==> config.mk <==
export PLATFORM = sky130hd
export DESIGN_NAME = hscp_config_port
export DESIGN_NICKNAME = d
export VERILOG_FILES = /design/src/hscp_pkg.sv /design/src/hscp_pin_sync.sv /design/src/hscp_config_port.sv
export SDC_FILE = /design/constraint.sdc
export NUM_CORES = 1
export LEC_CHECK = 0
export BUFFER_PORTS_ARGS = -buffer_cell sky130_fd_sc_hd__buf_4
export CAP_MARGIN = 40
export CORE_MARGIN = 3
export CORE_UTILIZATION = 54
export CTS_CLUSTER_DIAMETER = 120
export DETAILED_ROUTE_END_ITERATION = 10
export GPL_TIMING_DRIVEN = 0
export PLACE_DENSITY = 0.8
export SETUP_SLACK_MARGIN = 0.3
export SLEW_MARGIN = 20
export SYNTH_ARGS = -nofsm -noshare
export SYNTH_HDL_FRONTEND = slang
export SYNTH_SLANG_ARGS = --single-unit
==> constraint.sdc <==
create_clock -name SYS_CLK_IN -period 8 [get_ports SYS_CLK_IN]
set_clock_uncertainty 0.15 [all_clocks]
set_input_delay 1.2 -clock SYS_CLK_IN [delete_from_list [all_inputs] [get_ports SYS_CLK_IN]]
set_output_delay 1.2 -clock SYS_CLK_IN [all_outputs]
set_load 0.03 [all_outputs]
==> src/hscp_pkg.sv <==
package hscp_pkg;

  // ==========================================================================
  // bus geometry
  localparam int ADDR_W = 5;
  localparam int DATA_W = 32;
  localparam int PORT_W = 16;
  localparam int N_AUX = 4;
  localparam int N_AXIS = 4;
  localparam int N_DET = 2;

  // ==========================================================================
  // register byte offsets
  localparam logic [ADDR_W-1:0] OFS_COMMAND = 5'h00;
  localparam logic [ADDR_W-1:0] OFS_DATA1 = 5'h04;
  localparam logic [ADDR_W-1:0] OFS_DATA2 = 5'h08;
  localparam logic [ADDR_W-1:0] OFS_DATA3 = 5'h0c;
  localparam logic [ADDR_W-1:0] OFS_STATUS = 5'h10;

  // ==========================================================================
  // configuration command codes
  localparam logic [7:0] CMD_OUT_SETUP = 8'h01;
  localparam logic [7:0] CMD_IN_SETUP = 8'h02;
  localparam logic [7:0] CMD_SYNC_SETUP = 8'h03;
  localparam logic [7:0] CMD_PAUSE_RELEASE = 8'h04;
  localparam logic [7:0] CMD_BATCH_IO = 8'h05;
  localparam logic [7:0] CMD_READBACK_SEL = 8'h06;

  // ==========================================================================
  // function codes, two bits per line
  localparam logic [1:0] OUTF_OFF = 2'h0;
  localparam logic [1:0] OUTF_LEVEL = 2'h1;
  localparam logic [1:0] OUTF_PULSE_SYNC = 2'h2;
  localparam logic [1:0] OUTF_PULSE_DET = 2'h3;
  localparam logic [1:0] INF_GENERAL = 2'h0;
  localparam logic [1:0] INF_SYNC_START = 2'h1;

  // readback groups for the data ports
  localparam logic [1:0] RB_OUTPUTS = 2'h0;
  localparam logic [1:0] RB_INPUTS = 2'h1;
  localparam logic [1:0] RB_SYNC_BATCH = 2'h2;

  // ==========================================================================
  // timing: pulse widths count in ticks of one microsecond
  localparam int CLK_PERIOD_NS = 8;
  localparam int TICK_NS = 1000;
  localparam int TICK_CYCLES = (TICK_NS + CLK_PERIOD_NS - 1) / CLK_PERIOD_NS;
  localparam int TICK_W = 7;

  // ==========================================================================
  // reset values
  localparam logic [PORT_W-1:0] RST_WORD = 16'h0000;

  // ==========================================================================
  // configuration carriers
  typedef struct packed {
    logic [7:0] func;          // two bits per aux output
    logic [3:0] level;         // level used by OUTF_LEVEL
    logic [15:0] width;        // pulse width in ticks
  } hscp_out_cfg_t;

  typedef struct packed {
    logic [7:0] aux_func;      // two bits per aux input
    logic [3:0] det_func;      // two bits per detector input
    logic [3:0] aux_invert;    // 1: aux input active low
    logic [1:0] det_invert;    // 1: detector input active low
  } hscp_in_cfg_t;

  typedef struct packed {
    logic [3:0] axis_mask;     // axes that take part in synchronous start
    logic batch_en;            // batch general-purpose io enabled
    logic [3:0] gp_func;       // 1: axis output pin is general-purpose
    logic [3:0] gp_level;      // batch-written general-purpose outputs
  } hscp_sync_cfg_t;

localparam hscp_out_cfg_t OUT_CFG_RST = '{func: 8'h00, level: 4'h0, width: 16'h0000};
localparam hscp_in_cfg_t IN_CFG_RST = '{aux_func: 8'h00, det_func: 4'h0, aux_invert: 4'h0,
                                         det_invert: 2'h0};
localparam hscp_sync_cfg_t SYNC_CFG_RST = '{axis_mask: 4'h0, batch_en: 1'b0, gp_func: 4'h0,
                                             gp_level: 4'h0};

endpackage : hscp_pkg

==> src/hscp_pin_sync.sv <==
module hscp_pin_sync
  import hscp_pkg::*;
#(
  parameter int W = 1
) (
  input wire logic clk_in,
  input wire logic rst_in,
  input wire logic [W-1:0] pin_in,
  output logic [W-1:0] level_out
);

  logic [W-1:0] s1_q;
  logic [W-1:0] s2_q;
  logic [W-1:0] s3_q;

  // ==========================================================================
  // three-stage chain; a bit changes only when stages two and three agree
  always_ff @(posedge clk_in or posedge rst_in) begin
    if (rst_in) begin
      s1_q <= '0;
      s2_q <= '0;
      s3_q <= '0;
      level_out <= '0;
    end else begin
      s1_q <= pin_in;
      s2_q <= s1_q;
      s3_q <= s2_q;
      for (int i = 0; i < W; i++) begin
        if (s2_q[i] == s3_q[i]) begin
          level_out[i] <= s3_q[i];
        end
      end
    end
  end

endmodule // hscp_pin_sync

==> src/hscp_config_port.sv <==
module hscp_config_port
  import hscp_pkg::*;
(
  input wire logic SYS_CLK_IN,
  input wire logic RESET_IN,
  input wire logic [ADDR_W-1:0] AVS_ADDRESS_IN,
  input wire logic AVS_READ_IN,
  input wire logic AVS_WRITE_IN,
  input wire logic [DATA_W-1:0] AVS_WRITEDATA_IN,
  input wire logic [3:0] AVS_BYTEENABLE_IN,
  output logic [DATA_W-1:0] AVS_READDATA_OUT,
  output logic AVS_WAITREQUEST_OUT,
  input wire logic [N_AUX-1:0] AUX_INPUT_LINES_IN,
  input wire logic [N_DET-1:0] DETECTOR_INPUTS_IN,
  input wire logic [N_AXIS-1:0] AXIS_GP_INPUT_IN,
  input wire logic [N_AXIS-1:0] AXIS_ALT_FUNC_IN,
  output logic [N_AUX-1:0] AUX_OUTPUT_LINES_OUT,
  output logic [N_AXIS-1:0] AXIS_GP_OUTPUT_OUT,
  output logic [N_AXIS-1:0] SYNC_START_OUT
);

  logic ack_q;
  logic access;
  logic wr_en;
  logic cmd_exec;
  logic [7:0] cmd_code;
  logic [PORT_W-1:0] stage1_q;
  logic [PORT_W-1:0] stage2_q;
  logic [PORT_W-1:0] stage3_q;
  logic [7:0] last_cmd_q;
  logic [1:0] rb_sel_q;
  hscp_out_cfg_t out_cfg_q;
  hscp_in_cfg_t in_cfg_q;
  hscp_sync_cfg_t sync_cfg_q;
  logic [N_AUX-1:0] aux_sync;
  logic [N_DET-1:0] det_sync;
  logic [N_AXIS-1:0] gp_in_sync;
  logic [N_AUX-1:0] aux_act;
  logic [N_DET-1:0] det_act;
  logic [N_AUX-1:0] aux_prev_q;
  logic [N_DET-1:0] det_prev_q;
  logic [N_AUX-1:0] aux_rise;
  logic [N_DET-1:0] det_rise;
  logic sync_fire;
  logic det_fire;
  logic [TICK_W-1:0] tick_cnt_q;
  logic tick_q;
  logic [N_AUX-1:0] aux_out_d;
  logic [N_AXIS-1:0] gp_out_d;
  logic [PORT_W-1:0] status_word;
  logic [PORT_W-1:0] rd_word;

  // ==========================================================================
  // avalon slave: every request answered one cycle after it is raised
  assign access = (AVS_READ_IN || AVS_WRITE_IN) && !ack_q;
  assign wr_en = AVS_WRITE_IN && ack_q;
  assign cmd_code = stage_cmd_byte(AVS_WRITEDATA_IN);
  assign cmd_exec = wr_en && (AVS_ADDRESS_IN == OFS_COMMAND) && AVS_BYTEENABLE_IN[0];

  function automatic logic [7:0] stage_cmd_byte(input logic [DATA_W-1:0] w);
    return w[7:0];
  endfunction

  // handshake flop; waitrequest is its inverse, held high while idle
  always_ff @(posedge SYS_CLK_IN or posedge RESET_IN) begin
    if (RESET_IN) begin
      ack_q <= 1'b0;
      AVS_WAITREQUEST_OUT <= 1'b1;
    end else begin
      ack_q <= access;
      AVS_WAITREQUEST_OUT <= !access;
    end
  end

  // ==========================================================================
  // data staging ports, byte lanes 0 and 1 only
  function automatic logic [PORT_W-1:0] merge(input logic [PORT_W-1:0] old,
                                               input logic [DATA_W-1:0] w,
                                               input logic [3:0] be);
    logic [PORT_W-1:0] r;
    r = old;
    if (be[0]) begin
      r[7:0] = w[7:0];
    end
    if (be[1]) begin
      r[15:8] = w[15:8];
    end
    return r;
  endfunction

  // staging words, writable at any time
  always_ff @(posedge SYS_CLK_IN or posedge RESET_IN) begin
    if (RESET_IN) begin
      stage1_q <= RST_WORD;
      stage2_q <= RST_WORD;
      stage3_q <= RST_WORD;
    end else if (wr_en) begin
      case (AVS_ADDRESS_IN)
        OFS_DATA1: stage1_q <= merge(stage1_q, AVS_WRITEDATA_IN, AVS_BYTEENABLE_IN);
        OFS_DATA2: stage2_q <= merge(stage2_q, AVS_WRITEDATA_IN, AVS_BYTEENABLE_IN);
        OFS_DATA3: stage3_q <= merge(stage3_q, AVS_WRITEDATA_IN, AVS_BYTEENABLE_IN);
        default: ;
      endcase
    end
  end

  // ==========================================================================
  // command execution: staged data become live settings
  always_ff @(posedge SYS_CLK_IN or posedge RESET_IN) begin
    if (RESET_IN) begin
      last_cmd_q <= 8'h00;
      rb_sel_q <= RB_OUTPUTS;
      out_cfg_q <= OUT_CFG_RST;
      in_cfg_q <= IN_CFG_RST;
      sync_cfg_q <= SYNC_CFG_RST;
    end else if (cmd_exec) begin
      last_cmd_q <= cmd_code;
      case (cmd_code)
        CMD_OUT_SETUP: begin
          out_cfg_q.func <= stage1_q[7:0];
          out_cfg_q.level <= stage1_q[11:8];
          out_cfg_q.width <= stage2_q;
          rb_sel_q <= RB_OUTPUTS;
        end
        CMD_IN_SETUP: begin
          in_cfg_q.aux_func <= stage1_q[7:0];
          in_cfg_q.det_func <= stage1_q[11:8];
          in_cfg_q.aux_invert <= stage2_q[3:0];
          in_cfg_q.det_invert <= stage2_q[5:4];
          rb_sel_q <= RB_INPUTS;
        end
        CMD_SYNC_SETUP: begin
          sync_cfg_q.axis_mask <= stage1_q[3:0];
          rb_sel_q <= RB_SYNC_BATCH;
        end
        CMD_BATCH_IO: begin
          sync_cfg_q.batch_en <= stage1_q[0];
          sync_cfg_q.gp_level <= stage2_q[3:0];
          sync_cfg_q.gp_func <= stage3_q[3:0];
          rb_sel_q <= RB_SYNC_BATCH;
        end
        CMD_READBACK_SEL: begin
          rb_sel_q <= stage1_q[1:0];
        end
        default: ;
      endcase
    end
  end

  // ==========================================================================
  // input pins through the three-stage synchronisers
  hscp_pin_sync #(.W(N_AUX)) u_aux_sync (
    .clk_in(SYS_CLK_IN),
    .rst_in(RESET_IN),
    .pin_in(AUX_INPUT_LINES_IN),
    .level_out(aux_sync)
  );

  hscp_pin_sync #(.W(N_DET)) u_det_sync (
    .clk_in(SYS_CLK_IN),
    .rst_in(RESET_IN),
    .pin_in(DETECTOR_INPUTS_IN),
    .level_out(det_sync)
  );

  hscp_pin_sync #(.W(N_AXIS)) u_gp_sync (
    .clk_in(SYS_CLK_IN),
    .rst_in(RESET_IN),
    .pin_in(AXIS_GP_INPUT_IN),
    .level_out(gp_in_sync)
  );

  // active levels after polarity selection
  assign aux_act = aux_sync ^ in_cfg_q.aux_invert;
  assign det_act = det_sync ^ in_cfg_q.det_invert;
  assign aux_rise = aux_act & ~aux_prev_q;
  assign det_rise = det_act & ~det_prev_q;

  // previous active levels for edge detection
  always_ff @(posedge SYS_CLK_IN or posedge RESET_IN) begin
    if (RESET_IN) begin
      aux_prev_q <= '0;
      det_prev_q <= '0;
    end else begin
      aux_prev_q <= aux_act;
      det_prev_q <= det_act;
    end
  end

  // ==========================================================================
  // synchronous start sources: assigned inputs or the pause-release command
  always_comb begin
    sync_fire = cmd_exec && (cmd_code == CMD_PAUSE_RELEASE);
    det_fire = 1'b0;
    for (int i = 0; i < N_AUX; i++) begin
      if (aux_rise[i] && (in_cfg_q.aux_func[2*i +: 2] == INF_SYNC_START)) begin
        sync_fire = 1'b1;
      end
    end
    for (int i = 0; i < N_DET; i++) begin
      if (det_rise[i]) begin
        det_fire = 1'b1;
        if (in_cfg_q.det_func[2*i +: 2] == INF_SYNC_START) begin
          sync_fire = 1'b1;
        end
      end
    end
  end

  // one-cycle start pulse to the selected axes
  always_ff @(posedge SYS_CLK_IN or posedge RESET_IN) begin
    if (RESET_IN) begin
      SYNC_START_OUT <= '0;
    end else begin
      SYNC_START_OUT <= sync_fire ? sync_cfg_q.axis_mask : '0;
    end
  end

  // ==========================================================================
  // microsecond tick for output pulse timing
  always_ff @(posedge SYS_CLK_IN or posedge RESET_IN) begin
    if (RESET_IN) begin
      tick_cnt_q <= '0;
      tick_q <= 1'b0;
    end else if (tick_cnt_q == TICK_W'(TICK_CYCLES - 1)) begin
      tick_cnt_q <= '0;
      tick_q <= 1'b1;
    end else begin
      tick_cnt_q <= tick_cnt_q + TICK_W'(1);
      tick_q <= 1'b0;
    end
  end

  // ==========================================================================
  // per-output pulse timers and output function selection
  for (genvar g = 0; g < N_AUX; g++) begin : g_aux_out
    logic [1:0] func;
    logic trig;
    logic [15:0] cnt_q;
    assign func = out_cfg_q.func[2*g +: 2];
    assign trig = ((func == OUTF_PULSE_SYNC) && sync_fire) ||
                  ((func == OUTF_PULSE_DET) && det_fire);

    // retrigger reloads the full width; counts down once per tick
    always_ff @(posedge SYS_CLK_IN or posedge RESET_IN) begin
      if (RESET_IN) begin
        cnt_q <= '0;
      end else if (trig) begin
        cnt_q <= out_cfg_q.width;
      end else if (func != OUTF_PULSE_SYNC && func != OUTF_PULSE_DET) begin
        cnt_q <= '0;
      end else if (tick_q && (cnt_q != '0)) begin
        cnt_q <= cnt_q - 16'h0001;
      end
    end

    assign aux_out_d[g] = ((func == OUTF_LEVEL) && out_cfg_q.level[g]) ||
                          (cnt_q != '0);
  end

  // axis pins: batch level when general-purpose, else the alternate function
  always_comb begin
    for (int i = 0; i < N_AXIS; i++) begin
      gp_out_d[i] = sync_cfg_q.gp_func[i] ? (sync_cfg_q.batch_en && sync_cfg_q.gp_level[i])
                                           : AXIS_ALT_FUNC_IN[i];
    end
  end

  // registered pin drivers
  always_ff @(posedge SYS_CLK_IN or posedge RESET_IN) begin
    if (RESET_IN) begin
      AUX_OUTPUT_LINES_OUT <= '0;
      AXIS_GP_OUTPUT_OUT <= '0;
    end else begin
      AUX_OUTPUT_LINES_OUT <= aux_out_d;
      AXIS_GP_OUTPUT_OUT <= gp_out_d;
    end
  end

  // ==========================================================================
  // status word assembly
  always_comb begin
    status_word = RST_WORD;
    status_word[3:0] = AUX_OUTPUT_LINES_OUT;
    status_word[11:8] = aux_act;
    if (sync_cfg_q.batch_en) begin
      status_word[7:4] = AXIS_GP_OUTPUT_OUT & sync_cfg_q.gp_func;
      status_word[15:12] = gp_in_sync;
    end
  end

  // read multiplexer; settings readback follows the selected group
  always_comb begin
    rd_word = RST_WORD;
    case (AVS_ADDRESS_IN)
      OFS_COMMAND: rd_word = {8'h00, last_cmd_q};
      OFS_DATA1: begin
        case (rb_sel_q)
          RB_OUTPUTS: rd_word = {4'h0, out_cfg_q.level, out_cfg_q.func};
          RB_INPUTS: rd_word = {4'h0, in_cfg_q.det_func, in_cfg_q.aux_func};
          RB_SYNC_BATCH: rd_word = {12'h000, sync_cfg_q.axis_mask};
          default: rd_word = RST_WORD;
        endcase
      end
      OFS_DATA2: begin
        case (rb_sel_q)
          RB_OUTPUTS: rd_word = out_cfg_q.width;
          RB_INPUTS: rd_word = {10'h000, in_cfg_q.det_invert, in_cfg_q.aux_invert};
          RB_SYNC_BATCH: rd_word = {11'h000, sync_cfg_q.gp_level, sync_cfg_q.batch_en};
          default: rd_word = RST_WORD;
        endcase
      end
      OFS_DATA3: begin
        if (rb_sel_q == RB_SYNC_BATCH) begin
          rd_word = {12'h000, sync_cfg_q.gp_func};
        end
      end
      OFS_STATUS: rd_word = status_word;
      default: rd_word = RST_WORD;
    endcase
  end

  // read data captured as waitrequest falls; zero for unmapped addresses
  always_ff @(posedge SYS_CLK_IN or posedge RESET_IN) begin
    if (RESET_IN) begin
      AVS_READDATA_OUT <= '0;
    end else if (access && AVS_READ_IN) begin
      AVS_READDATA_OUT <= {16'h0000, rd_word};
    end
  end

endmodule // hscp_config_port

[Yosys cells after proc, flatten, opt, wreduce, memory -nomap -nowiden]
Cells that the tools add are included.
Cells by class
  bitwise logic cells: 7
  reduce and logical (&&, ||, !) cells: 67
  eq/ne operators: 49
  multiplexer cells: 36
  $add $sub $neg: 5
Operators by type and width (number)
  16-bit two-way mux: 12
  16-bit one-hot mux with 5 select lines: 1
  16-bit nonzero test: 4
  16-bit by 1-bit subtractor with 16-bit output (second input constant): 4
  16-bit one-hot mux with 3 select lines: 1
  12-bit one-hot mux with 3 select lines: 1
  1-bit logical AND: 34
  8-bit by 3-bit == test with 1-bit output (second input constant): 3
  2-bit by 1-bit == test with 1-bit output (second input constant): 11
  2-bit == test (second input constant): 9
  8-bit by 2-bit == test with 1-bit output (second input constant): 2
  4-bit two-way mux: 4
  2-bit inequality test (second input constant): 8
  1-bit two-way mux: 15
  3-bit AND reduction: 5
  3-bit nonzero test: 4
  1-bit == test: 10
  5-bit by 4-bit == test with 1-bit output (second input constant): 2
  2-bit AND reduction: 5
  1-bit logical OR: 9
  4-bit AND: 2
  8-bit by 1-bit == test with 1-bit output (second input constant): 1
  2-bit one-hot mux with 4 select lines: 1
  7-bit by 1-bit adder with 7-bit output (second input constant): 1
  other kinds (14): 15
Word-level totals
  output and inout port bits: 45
  bits of input ports: 59
  flip-flop bits (word level): 249

[Logic depth before layout (Yosys ltp)]
  word-level depth: 15
  depth in mapped cells: 9
  depth with buffers taken out: 8

[Hierarchy]
Synthesis repeated with hierarchy kept, for this count alone.
Second synthesis, totals
  cells, all modules: 1045
  area total of the unflattened synthesis: 11951.5 um2
Modules (own cells, without submodules)
  hscp_config_port: instances 1, area an instance 10826.6 um2, cells an instance 992, sequential area each 5231.3 um2
  hscp_pin_sync at u_aux_sync ...: instances 2, area an instance 449.2 um2, cells an instance 21, sequential area each 400.4 um2
  hscp_pin_sync at u_det_sync: instances 1, area an instance 226.5 um2, cells an instance 11, sequential area each 200.2 um2

[Worst setup path before layout]
No wires, ideal clock.
  path kind: input port to flip-flop
  start: input AVS_WRITEDATA_IN[3]
  end: register in_cfg_q[10] (netlist bit)
  path slack: 4.345 ns
  stages: 6
  arrival time: 3.380 ns
  buffers on the path: 2
  cells stage by stage: or4_1 -> or4_1 -> buf_2 -> nor4b_4 -> buf_6 -> mux2_2
Between the ends
  cells in the longest elaborated chain, start to end: 2
Ends and longest elaborated chain
  start, declared: RTL line hscp_config_port.sv:9  | input wire logic [DATA_W-1:0] AVS_WRITEDATA_IN,
  8-bit by 2-bit == test with 1-bit output: RTL line hscp_config_port.sv:118  | case (cmd_code)
  2-bit AND reduction (no line)
  end, declared: RTL line hscp_config_port.sv:33  | hscp_in_cfg_t in_cfg_q;
Every way passes these cells.
A chain may end at the register's enable or synchronous reset.

[Worst setup path after layout]
  start: input AVS_WRITEDATA_IN[3]
  end: register in_cfg_q[16] (netlist bit)
Same word-level chain as after synthesis.

==> key figures <==
Floorplanning
  – Num rows: 53
  – Die Y: 152.7 um
  – Initial Util: a little under three fifths
  – Die width: approximately 150 um
  – Core Region: around 21000 um^2
  – Die ar.: roughly 23000 um^2
  – Top Ports: ~100

STA
  – Slew Viols, Final: 0
  – Sum of negative setup slack: 0 ns
  – Worst Hold Slack: 0.1976 ns
  – Minimum clock period: around 3.8 ns
  – Final setup violation count: 0
  – Slew HR: a little over two fifths
  – RSZ-0062 raised after global routing: no
  – Fmax: roughly 270 MHz
  – Worst slew pin tran: approximately 0.86 ns
  – Final hold violations: 0
  – Period Utilization, post-route: 47.09%

Finish
  – Commonest cells after routing, fill and taps aside: dfrtp_1 (248), nand2_1 (98), mux2_2 (96)
  – Fin cells: between 1000 and 1500
  – Fill cells: approximately 1600
  – Share of cells above drive strength 1: between 20% and 30%
  – Fin nets: roughly 1200
  – Layout area overhead: 17.45%
  – Diode count: 0
  – Most common cell after layout, fill and taps aside: dfrtp_1

Critical path
  – Critical R2R Launch: in_cfg_q[0]
  – Worst setup SP type: input pin
  – Critical path arrival: between 4 and 5 ns
  – CP Class: input pin to flip-flop
  – Crit end category: flip-flop
  – Critical Path RT: a little over 8 ns
  – Worst R2R End: g_aux_out[0].cnt_q[0]
  – Worst reg2reg path depth: 8
  – R2R Setup Slk: 4.67 ns
  – Max FO, Critical Path: 10

GRT
  – Pin count of the biggest net entering global routing: 36
  – Grt total ovfl: 0
  – First-pass GRT wire length: a little under 50000 um
  – Initial antenna violation count: 0
  – Total track usage: approximately a quarter
  – Vias in the first global route: 8826

Clock network
  – TritonCTS Buffers: 25
  – Clk root buf: clkbuf_16
  – CTS resizes: 0
  – H-tree depth: 1
  – CTS tree: built
  – Clock slew at reported path FFs: 0.06 ns
  – Clock Sink Count: ~250
  – Later-pin clock latency in the skew report: ~0.53 ns
  – Setup Buffers After CTS: 0
  – CTS max path bufs: 3
  – CTS Hold Bufs: 0

Power and ir drop
  – Pwr Total: 2.919 mW
  – VDD IR max: ~170 uV
  – Lkg Pwr: between 6 and 7 nW
  – Pwr/cell area: roughly 210 nW/um^2

Detailed routing
  – Via count: between 8000 and 9000
  – Drt pass-1 iters: 8
  – Vias per cell: between 6 and 7
  – Final ANT Viol Nets: 0
  – DRT Wirelength: around 31000 um
  – DR WL/cell: roughly 21 um
  – DRT iter0 DRCs: approximately 880
  – DRC viols: 0

Logic synthesis
  – Async set-reset flop share out of synthesis: 100.0%
  – Synth Flop Type: dfrtp_1
  – Post-Syn Instances: 1035
  – Ranking of synthesized cells by area: dfrtp_1 (53%), mux2_2 (9.3%), nand2_1 (3.2%), mux2i_1 (2.8%), o211a_1 (2.7%)
  – #FFs+latches synth: between 200 and 250
  – Mean Syn Cell Area: 11.22 um^2
  – Mapped Area: roughly 12000 um^2
  – Yosys top cell area share: a little over half
  – Ys Warns: 0
  – Number of synthesized flops with an enable pin: 0
  – Distinct cells, synth: ~70
  – Synth area leader: dfrtp_1
  – Sequential cell area fraction in the yosys report: 53.66%

Hold path
  – Worst hold start: u_gp_sync.s1_q[0]
  – Worst Hold End: u_gp_sync.s2_q[0]
  – Hold Path Class: flip-flop to flip-flop
  – Worst Hold Depth: 0

Run
  – Max-cap viol count: 0

Placement
  – DP Cell Count: 1403
  – Final RePlAce weighted congestion: ~0.9
  – DP Wirelength: around 21000 um
  – I/O Buffers: 69

Run status
  – Status: finished clean
flip-flops by register name, summed over array words and instances, names as in the netlist, 12 cells and up:
register	flops
sync_cfg_q	13
g_aux_out.cnt_q	64
stage1_q	12
in_cfg_q	18
AVS_READDATA_OUT	16
out_cfg_q	20
stage2_q	16
per-layer routing:
layer	vias to the layer above	global-route usage, %	wire (um)
met5	-	0	0
met4	0	9.334	1098
met3	82	4.573	2741
met2	471	42.04	14460
met1	4426	36.03	12290
li1	3956	-	-
how the worst max path moves through the flow:
stage / startpoint / endpoint / slack [ns] / cells past startpoint
2_1_floorplan: RESET_IN / AUX_OUTPUT_LINES_OUT[0] / 3.38 / 1
3_3_place_gp: RESET_IN / SYNC_START_OUT[3] / 1.97 / 2
3_5_place_dp: AVS_WRITEDATA_IN[3] / in_cfg_q[5] / 3.75 / 7
4_1_cts: AVS_WRITEDATA_IN[3] / in_cfg_q[16] / 4.27 / 7
5_1_grt: AVS_WRITEDATA_IN[3] / in_cfg_q[16] / 4.17 / 7
6_report: AVS_WRITEDATA_IN[3] / in_cfg_q[16] / 4.23 / 7
worst max-delay path: stages:
cell and delay [ns]:
buf_4 0.14, or4_1 0.56, or4_1 0.57, buf_2 0.19, nor4b_4 0.73, buf_6 0.26, mux2_2 0.35
cell usage after synthesis, drive strengths merged, types with 3 or more instances:
library cell and number:
nor4b 7, xor2 19, o2bb2ai 3, a222oi 4, a22oi 8, or4 17, maj3 10, o22ai 6
ha 6, xnor2 32, a21oi 27, nor2b 12, nor3 26, o211a 31, mux2 97, o21ai 53
buf 25, a21o 6, nor4 18, and2 5, nor2 47, a221oi 4, nand4 9, or3 7
o211ai 6, nand3 26, a31oi 6, nand2 98, nand3b 3, a211oi 6, o21a 5, inv 24
and3 6, o31ai 11, clkbuf 42, nand2b 6, dfrtp 248, nand4b 3, nor3b 7, mux2i 32
area by class of cell:
cell class	count	area, um^2	share of cell area [%]
buffer	67	326.6	2.394
clock inverter	16	247.7	1.816
inverter	25	97.59	0.7155
tap	275	344.1	2.522
clock buffer	30	684.4	5.017
multi-input combinational	709	5017	36.78
sequential	249	6232	45.69
timing repair buffer	78	690.7	5.063
kinds of logic (layout without fill, tap and decap cells):
| group | count (synthesis) | in the layout | share of synthesized area (%) |
|---|---|---|---|
| adder cells (fa/ha/maj) | 16 | 16 | 1.508 |
| AO/OA/AOI/OAI | 192 | 192 | 11.55 |
| XOR/XNOR | 51 | 51 | 3.846 |
| buffers and inverters | 92 | 216 | 3.620 |
| AND/OR/NAND/NOR | 305 | 305 | 13.62 |
| flip-flops | 249 | 249 | 53.66 |
| other | 1 | 16 | 0.03229 |
| multiplexers | 129 | 129 | 12.16 |
stage by stage:
step	cell area [um^2]	setup WS, ns	util, %
6_report	13640	4.233	64.68
5_1_grt	13640	4.165	64.68
4_1_cts	13640	4.267	64.68
3_5_place_dp	12710	3.751	60.26
3_3_place_gp	12540	1.969	59.45
2_1_floorplan	11670	3.377	-
power by group:
| part | switching (mW) | internal (mW) |
|---|---|---|
| Sequential | 0.0389 | 1.31 |
| Combinational | 0.158 | 0.103 |
| Clock | 0.505 | 0.807 |
No activity file was read; power rests on OpenSTA's default activity.
